### src/core/scg_regs.vh
// register indices, field positions, reset values and codes for the serial clock generator
`ifndef SCG_REGS_VH
`define SCG_REGS_VH

// register indices; the byte address on the bus is four times the index
`define SCG_IDX_CLK_CTRL     16'hF803
`define SCG_IDX_SYNC_EN      16'hF802
`define SCG_IDX_STATUS       16'hF80F
`define SCG_ADDR_W           18

// serial_clock_control fields
`define SCG_CTRL_W           16
`define SCG_CTRL_RESET       16'h0000
`define SCG_CTRL_HOLD_BIT    5
`define SCG_CTRL_CLREN_BIT   4
`define SCG_CTRL_POL_BIT     3
`define SCG_CTRL_RATE_HI     2
`define SCG_CTRL_RATE_LO     0
`define SCG_CTRL_USED_MASK   16'h003F

// serial_sync_enable: per-channel serial-output sync-reset enables
`define SCG_SYNC_CH0_BIT     24
`define SCG_SYNC_CH1_BIT     16
`define SCG_SYNC_CH2_BIT     8
`define SCG_SYNC_CH3_BIT     0
`define SCG_SYNC_RESET       4'h0

// serial_clock_status fields
`define SCG_STAT_HOLD_BIT    0
`define SCG_STAT_RUN_BIT     1
`define SCG_STAT_CLK_BIT     2

// rate codes
`define SCG_RATE_OFF         3'h0
`define SCG_RATE_DIV1        3'h1
`define SCG_RATE_DIV2        3'h2
`define SCG_RATE_DIV4        3'h3
`define SCG_RATE_DIV8        3'h4
`define SCG_RATE_DIV16       3'h5

`define SCG_CNT_W            4

`endif

### src/core/scg_divider.v
// bit-period divider: bit start and bit centre strobes for the serial clock
`timescale 1ns/10ps
module scg_divider (
    // clock and reset
    input  wire       core_clk_in,
    input  wire       reset_in,
    // control
    input  wire       run_in,
    input  wire       clear_in,
    input  wire [2:0] rate_in,
    // strobes
    output reg        bit_start_out,
    output reg        bit_mid_out
);

`include "scg_regs.vh"

reg  [`SCG_CNT_W-1:0] cnt_reg;
reg  [`SCG_CNT_W-1:0] last_cnt;
reg  [`SCG_CNT_W-1:0] mid_cnt;
wire                  wrap;

// terminal count and centre point for each ratio
always @* begin
    last_cnt = 4'h0;
    mid_cnt  = 4'h0;
    case (rate_in)
        `SCG_RATE_DIV2: begin
            last_cnt = 4'h1;
            mid_cnt  = 4'h1;
        end
        `SCG_RATE_DIV4: begin
            last_cnt = 4'h3;
            mid_cnt  = 4'h2;
        end
        `SCG_RATE_DIV8: begin
            last_cnt = 4'h7;
            mid_cnt  = 4'h4;
        end
        `SCG_RATE_DIV16: begin
            last_cnt = 4'hF;
            mid_cnt  = 4'h8;
        end
        default: begin
            last_cnt = 4'h0;
            mid_cnt  = 4'h0;
        end
    endcase
end

assign wrap = (cnt_reg >= last_cnt);

// a stopped or cleared divider restarts at the top of a bit
always @(posedge core_clk_in or posedge reset_in) begin
    if (reset_in) begin
        cnt_reg       <= 4'h0;
        bit_start_out <= 1'b0;
        bit_mid_out   <= 1'b0;
    end else if (!run_in || clear_in) begin
        cnt_reg       <= 4'h0;
        bit_start_out <= 1'b0;
        bit_mid_out   <= 1'b0;
    end else begin
        cnt_reg       <= wrap ? 4'h0 : cnt_reg + 4'h1;
        bit_start_out <= (cnt_reg == 4'h0);
        // divide by one has no centre edge inside the core clock period
        bit_mid_out   <= (rate_in != `SCG_RATE_DIV1) && (cnt_reg == mid_cnt);
    end
end

endmodule // scg_divider

### src/core/scg_top.v
// serial clock generator: control registers on Avalon-MM and bit clock logic
//
// Function
// - rate code 000 off, 001-101 divide 1..16
// - bit 5 holds clock after reset until sync
// - bit 4 lets sync clear the divider
// - clear needs any channel sync-reset enable set
// - polarity 1: rising edge at bit centre
// - polarity 0: falling edge at bit centre
// - channel sync enable resets its serial output
//
// Design decision made here: register access over Avalon-MM.
`timescale 1ns/10ps
`include "scg_regs.vh"
module scg_top (
    // clock and reset
    input  wire                   core_clk_in,
    input  wire                   reset_in,
    // avalon-mm slave
    input  wire [`SCG_ADDR_W-1:0] avs_address_in,
    input  wire                   avs_read_in,
    input  wire                   avs_write_in,
    input  wire [3:0]             avs_byteenable_in,
    input  wire [31:0]            avs_writedata_in,
    output reg  [31:0]            avs_readdata_out,
    output reg                    avs_waitrequest_out,
    // sync input
    input  wire                   sync_input_pulse_in,
    // serial clock outputs
    output reg                    serial_clk_out,
    output reg                    bit_start_out,
    output reg                    bit_mid_out,
    // per-channel serial output block resets, channel 0 in bit 0
    output reg  [3:0]             chan_serial_reset_out
);

localparam [`SCG_ADDR_W-1:0] ADDR_CTRL = {`SCG_IDX_CLK_CTRL, 2'b00};
localparam [`SCG_ADDR_W-1:0] ADDR_SYNC = {`SCG_IDX_SYNC_EN, 2'b00};
localparam [`SCG_ADDR_W-1:0] ADDR_STAT = {`SCG_IDX_STATUS, 2'b00};

// bus handshake states
localparam [0:0] BUS_IDLE = 1'b0;
localparam [0:0] BUS_ACK  = 1'b1;

reg  [0:0]              bus_state_reg;
reg  [`SCG_CTRL_W-1:0]  ctrl_reg;
reg  [3:0]              sync_en_reg;
reg                     hold_reg;
reg  [31:0]             read_next;
reg  [`SCG_CTRL_W-1:0]  ctrl_next;
reg  [3:0]              sync_en_next;

wire                    access;
wire [31:0]             lane_mask;
wire [31:0]             wdata_ctrl;
wire [2:0]              rate;
wire                    polarity;
wire                    rate_valid;
wire                    run;
wire                    div_clear;
wire                    div_start;
wire                    div_mid;
wire [3:0]              chan_reset_next;

// a request still standing in BUS_ACK is the one being answered, so it
// must not be taken a second time
assign access = (avs_read_in || avs_write_in) && (bus_state_reg == BUS_IDLE);

genvar lane;
generate
    for (lane = 0; lane < 4; lane = lane + 1) begin : g_lane
        assign lane_mask[lane*8 +: 8] = {8{avs_byteenable_in[lane]}};
    end
endgenerate

// keep unaddressed byte lanes of the control register
assign wdata_ctrl = ({16'h0000, ctrl_reg} & ~lane_mask)
                  | (avs_writedata_in & lane_mask);

// register write decode; the write lands on the taking edge, so a read
// issued right after the acknowledge already sees it
always @* begin
    ctrl_next    = ctrl_reg;
    sync_en_next = sync_en_reg;
    if (access && avs_write_in) begin
        if (avs_address_in == ADDR_CTRL) begin
            ctrl_next = wdata_ctrl[`SCG_CTRL_W-1:0] & `SCG_CTRL_USED_MASK;
        end else if (avs_address_in == ADDR_SYNC) begin
            // channel 0 enable sits in the top byte lane
            if (avs_byteenable_in[3]) begin
                sync_en_next[0] = avs_writedata_in[`SCG_SYNC_CH0_BIT];
            end
            if (avs_byteenable_in[2]) begin
                sync_en_next[1] = avs_writedata_in[`SCG_SYNC_CH1_BIT];
            end
            if (avs_byteenable_in[1]) begin
                sync_en_next[2] = avs_writedata_in[`SCG_SYNC_CH2_BIT];
            end
            if (avs_byteenable_in[0]) begin
                sync_en_next[3] = avs_writedata_in[`SCG_SYNC_CH3_BIT];
            end
        end
    end
end

// register read decode; unmapped addresses read zero
always @* begin
    read_next = 32'h0000_0000;
    if (avs_address_in == ADDR_CTRL) begin
        read_next[`SCG_CTRL_W-1:0] = ctrl_reg;
    end else if (avs_address_in == ADDR_SYNC) begin
        read_next[`SCG_SYNC_CH0_BIT] = sync_en_reg[0];
        read_next[`SCG_SYNC_CH1_BIT] = sync_en_reg[1];
        read_next[`SCG_SYNC_CH2_BIT] = sync_en_reg[2];
        read_next[`SCG_SYNC_CH3_BIT] = sync_en_reg[3];
    end else if (avs_address_in == ADDR_STAT) begin
        read_next[`SCG_STAT_HOLD_BIT] = hold_reg;
        read_next[`SCG_STAT_RUN_BIT]  = run;
        read_next[`SCG_STAT_CLK_BIT]  = serial_clk_out;
    end
end

// one wait state: answer at the edge after the request is seen
always @(posedge core_clk_in or posedge reset_in) begin
    if (reset_in) begin
        bus_state_reg       <= BUS_IDLE;
        avs_waitrequest_out <= 1'b1;
        avs_readdata_out    <= 32'h0000_0000;
        ctrl_reg            <= `SCG_CTRL_RESET;
        sync_en_reg         <= `SCG_SYNC_RESET;
    end else begin
        ctrl_reg    <= ctrl_next;
        sync_en_reg <= sync_en_next;
        case (bus_state_reg)
            BUS_IDLE: begin
                if (access) begin
                    bus_state_reg       <= BUS_ACK;
                    avs_waitrequest_out <= 1'b0;
                    if (avs_read_in) begin
                        avs_readdata_out <= read_next;
                    end
                end
            end
            default: begin
                bus_state_reg       <= BUS_IDLE;
                avs_waitrequest_out <= 1'b1;
            end
        endcase
    end
end

assign rate     = ctrl_reg[`SCG_CTRL_RATE_HI:`SCG_CTRL_RATE_LO];
assign polarity = ctrl_reg[`SCG_CTRL_POL_BIT];

// undefined codes stop the clock rather than guess a ratio;
// software must not rely on that
assign rate_valid = (rate >= `SCG_RATE_DIV1) && (rate <= `SCG_RATE_DIV16);

// hold flag: armed only by hardware reset, dropped by the first sync
// setting bit 5 later does not re-arm it
always @(posedge core_clk_in or posedge reset_in) begin
    if (reset_in) begin
        hold_reg <= 1'b1;
    end else if (sync_input_pulse_in) begin
        hold_reg <= 1'b0;
    end
end

assign run = rate_valid && !(ctrl_reg[`SCG_CTRL_HOLD_BIT] && hold_reg);

// sync clears the divider only if some channel asks for it
assign div_clear = sync_input_pulse_in
                 && ctrl_reg[`SCG_CTRL_CLREN_BIT]
                 && (|sync_en_reg);

scg_divider u_divider (
    .core_clk_in   (core_clk_in),
    .reset_in      (reset_in),
    .run_in        (run),
    .clear_in      (div_clear),
    .rate_in       (rate),
    .bit_start_out (div_start),
    .bit_mid_out   (div_mid)
);

// first half of a bit sits at the opposite level, so the centre edge
// goes the way polarity asks; divide by one cannot be shown on a flop
// and leaves the pin at its idle level, with bit_start every cycle
always @(posedge core_clk_in or posedge reset_in) begin
    if (reset_in) begin
        serial_clk_out <= 1'b1;
        bit_start_out  <= 1'b0;
        bit_mid_out    <= 1'b0;
    end else begin
        // the divider may still hold a strobe from its last running
        // cycle; gating keeps it from leaking out after a stop
        bit_start_out <= div_start && run;
        bit_mid_out   <= div_mid && run;
        if (!run || div_start) begin
            serial_clk_out <= ~polarity;
        end else if (div_mid) begin
            serial_clk_out <= polarity;
        end
    end
end

generate
    for (lane = 0; lane < 4; lane = lane + 1) begin : g_chan
        assign chan_reset_next[lane] = sync_input_pulse_in
                                     && sync_en_reg[lane];
    end
endgenerate

// one reset pulse per high sync cycle, a cycle after the sync edge
always @(posedge core_clk_in or posedge reset_in) begin
    if (reset_in) begin
        chan_serial_reset_out <= 4'h0;
    end else begin
        chan_serial_reset_out <= chan_reset_next;
    end
end

endmodule // scg_top

### config.mk
export PLATFORM = sky130hd
export DESIGN_NAME = scg_top
export DESIGN_NICKNAME = d
export VERILOG_FILES = /design/src/core/scg_divider.v /design/src/core/scg_top.v
export VERILOG_INCLUDE_DIRS = /design/src /design/src/core
export SDC_FILE = /design/constraint.sdc
export NUM_CORES = 1
export LEC_CHECK = 0
export BUFFER_PORTS_ARGS = -buffer_cell sky130_fd_sc_hd__buf_2
export CAP_MARGIN = 0
export CORE_ASPECT_RATIO = 0.8
export CORE_MARGIN = 5
export CORE_UTILIZATION = 35
export CTS_CLUSTER_SIZE = 14
export DETAILED_ROUTE_END_ITERATION = 10
export MAX_ROUTING_LAYER = met4
export PLACE_DENSITY = 0.65
export SYNTH_ARGS = -nofsm -noshare
export SYNTH_HDL_FRONTEND = slang
export SYNTH_SLANG_ARGS = --single-unit
### constraint.sdc
create_clock -name core_clk_in -period 2.75 [get_ports core_clk_in]
set_input_delay 0.55 -clock core_clk_in [delete_from_list [all_inputs] [get_ports core_clk_in]]
set_output_delay 0.55 -clock core_clk_in [all_outputs]
set_load 0.05 [all_outputs]
==> summary.md <==
| Metric | Value |
|---|---|
| Cells taking the most area after synthesis | dfrtp_1, buf_4, mux2_2 |
| Flip-flop and latch count after synthesis | 35 |
| Fin area | 2220 um^2 |
| Port buffer count | 52 |
| Number of enable flip-flop cells after synthesis | 0 |
| Max-slew violations | 0 |
| Clock slew at the register clock pins of the worst setup and hold paths | roughly 70 ps |
| Overall overflow remaining after global route | 0 |
| Slowest stage cell, crit path | dfrtp_1 |
| Growth of design area from synthesis to finish | 19.0% |
| Placed Area | 2120 um^2 |
| Buffers from clock root to sink, at most | 2 |
| Unrepaired setup endpoints after global routing | no |
| Postcts setup bufs | 0 |
| Result of the run | finished clean |
| Final nets | 303 |
| Most instantiated library cell after synthesis | dfrtp_1 |
| Detailed placement HPWL | 3.22 mm |
| Placed Cells incl. Taps | 293 |
| Maximum resistive drop on vdd | roughly 220 uV |
| Netlist area before placement | about 1900 um^2 |
| Clock tree from TritonCTS | built |
| Number of gates resized after CTS | 0 |
| Post-route minimum period | 2220 ps |
| Setup violators final | 0 |
| Violation count after the first detailed-route iteration | 43 |
| First drt pass iteration count | 4 |
| Post-synth top area share | between 40% and 50% |
| Avg Vias per Cell | 4.63 |
| Number of antenna violations at the first check in global routing | 0 |
| Worst slew margin | 61.7% |
| Routed Antenna Nets | 0 |
| Leading post-synthesis cells by instance count | dfrtp_1, buf_4, nand2_1 |
| Path type of the worst min-delay path | input pin to async pin |
| DRC violation count after routing | 0 |
| Share of cells above drive strength 1 | between 30% and 40% |
| Final Hold Violating Endpoints | 0 |
| Area of combinational cells with multiple inputs | ~870 um^2 |
| Proportion of synthesized flip-flops having asynchronous set or reset | 100% |
| TNS Setup | 0 ps |
| Kind of critical path | flop to flop |
| Element type at the critical path start | flop |
| Cell area power density | roughly 500 nW/um^2 |
| Initial core utilization | 36.6% |
| Routed length per instance | 13.4 um |
| Leakage Power | 0.00114 uW |
| Root Buffer Master | clkbuf_8 |
| Hold bufs inserted after CTS | 0 |
| Via count of the first global-routing pass | 1339 |
| Max_cap viols | 0 |
| Synth warnings | 0 |
| Maximum single-stage delay on the critical path | about 410 ps |
| Number of distinct library cells after synthesis | 43 |
| CP Max Fanout | 5 |
| Share of the cycle needed by the critical path after routing | around four fifths |
| Cell family with most CP delay | simple AND/OR/NAND/NOR gates |
| Maximum clock frequency | around 450 MHz |
| Most repeated library cell on the critical path | a21o_1 |
| # H-tree levels | 2 |
| Footprint of the flip-flops and latches | 880 um^2 |
| Number of rows in the core area | 23 |
| Number of standard cells in the final layout excluding fillers | ~300 |
| Slew at the pin with the worst max-slew slack | 574 ps |
| Proportion of synthesized chip area in sequential cells | 47.1% |
| Primary flip-flop cell chosen by synthesis mapping | dfrtp_1 |
| Number of filler instances in the final layout | 523 |
| GR Util All Layers | 11.7% |
| Data required, critical path | between 2000 and 3000 ps |
| Number of instances in the synthesized netlist | 180 |
| Cts bufs inserted | 5 |
| Critical Path Sink Type | flop |
| Yosys top cell by area | dfrtp_1 |
| Buffers plus inverters on the worst setup path | 0 |
| Final Wtd Congestion | 0.817 |
| Clock latency on the worst-skew pair | 280 ps |
| Global-route wire length before repair | 6.13 mm |
| Die span in x | 91.6 um |
| Die ar. | 6900 um^2 |
| Count of boundary I/O pins | 99 |
| Clock Skews | 4.07 ps |
| Total routed wirelength | 4.04 mm |
| Total number of vias | 1393 |
| Per-instance average area after synthesis | roughly 10 um^2 |
| Maximum number of pins on one net before global-route repair | 36 |
| Sequence of cells on the critical path | and2b_1 -> or2_2 -> ha_1 -> nand2b_1 -> a21o_1 -> a21o_1 -> a211o_1 -> nor2_1 |
| Sink count of the clock tree | 35 |
| Core area | 5090 um^2 |
| Arrival time of data at the critical path endpoint | 2430 ps |
| Antenna cell count | 0 |
| Die Y-Extent | about 75 um |
==> placed cells by master (no fill, tap or decap), types with 2 or more instances in the layout <==
cell,synthesis,routed
and2_1,5,5
nand4_1,2,2
buf_2,0,52
o21ai_0,8,8
a21oi_1,2,2
dfrtp_1,32,32
nor4_1,3,3
nor3_1,4,4
nor2_1,14,14
or3_1,2,2
dfstp_2,3,3
mux2_2,10,10
conb_1,1,23
nand2b_1,2,2
inv_1,6,6
buf_4,23,2
a21o_1,4,4
or2_2,2,2
clkbuf_8,0,7
a22o_1,4,4
ha_1,6,6
nand2_1,16,16
nand3_1,5,5
nor2b_1,4,4
==> routing by layer <==
metal | routed length (um) | global-route usage, % | part of all wire, % | vias up
met5 | 0 | - | 0 | -
met4 | 30 | 3.51 | 0.74 | 0
met3 | 298 | 3.65 | 7.4 | 5
met2 | 1820 | 17.5 | 45 | 48
met1 | 1890 | 15.4 | 47 | 640
li1 | - | - | - | 700
==> cell type report <==
cell class / count / area share [%]
tap: 62 / 3.49
timing repair buffer: 54 / 12.4
sequential: 35 / 39.6
inverter: 6 / 1.01
clock buffer: 8 / 4.51
multi-input combinational: 136 / 39.0
==> worst reg2reg max path, delay by kind of cell, from the launching register on <==
kind / cells / cell delay [ps]
AOI/OAI and AO/OA: 3 / 680
adders and majority gates: 1 / 260
DFF: 1 / 410
and+or+nand+nor: 4 / 790
==> logic make-up (layout without fill, tap and decap cells) <==
logic type / count (synthesis) / after routing / synth area share, %
other cells: 1 / 23 / 0.201
flops: 35 / 35 / 47.1
compound gates: 25 / 25 / 9.46
simple gates: 70 / 70 / 21.3
buf+inv: 31 / 68 / 10.9
xor+xnor: 2 / 2 / 0.939
mux: 10 / 10 / 6.04
fa+ha+maj: 6 / 6 / 4.02
==> metrics by stage <==
stage                     total power (uW)  hold WS (ps)  util, %  worst slack [ps]
after global placement                 708           451     41.6               547
after global routing                  1140           403     43.6               380
final                                 1100           358     43.6               533
after floorplan                        688           421        -               697
after CTS                             1120           365     43.6               523
after detailed placement               710           453     41.6               534
==> worst paths after layout <==
| kind | from | end | slack [ps] | depth (start not counted) |
|---|---|---|---|---|
| setup / recovery | flop | u_divider.cnt_reg[2] | 530 | 8 |
| hold reg to reg | flop | serial_clk_out | 470 | 1 |
| min in group core_clk_in | sync_input_pulse_in | hold_reg | 450 | 2 |
| setup reg to reg | flop | u_divider.cnt_reg[2] | 530 | 8 |
| hold / removal | reset_in | chan_serial_reset_out[1] | 360 | 3 |
| max in group asynchronous | reset_in | serial_clk_out | 2050 | 3 |
==> power breakdown <==
group	switching, uW	internal (uW)	total, uW
clock	171	228	400
combinational	135	35.2	170
sequential	4.97	525	530
(Power assumes the default switching activity.)
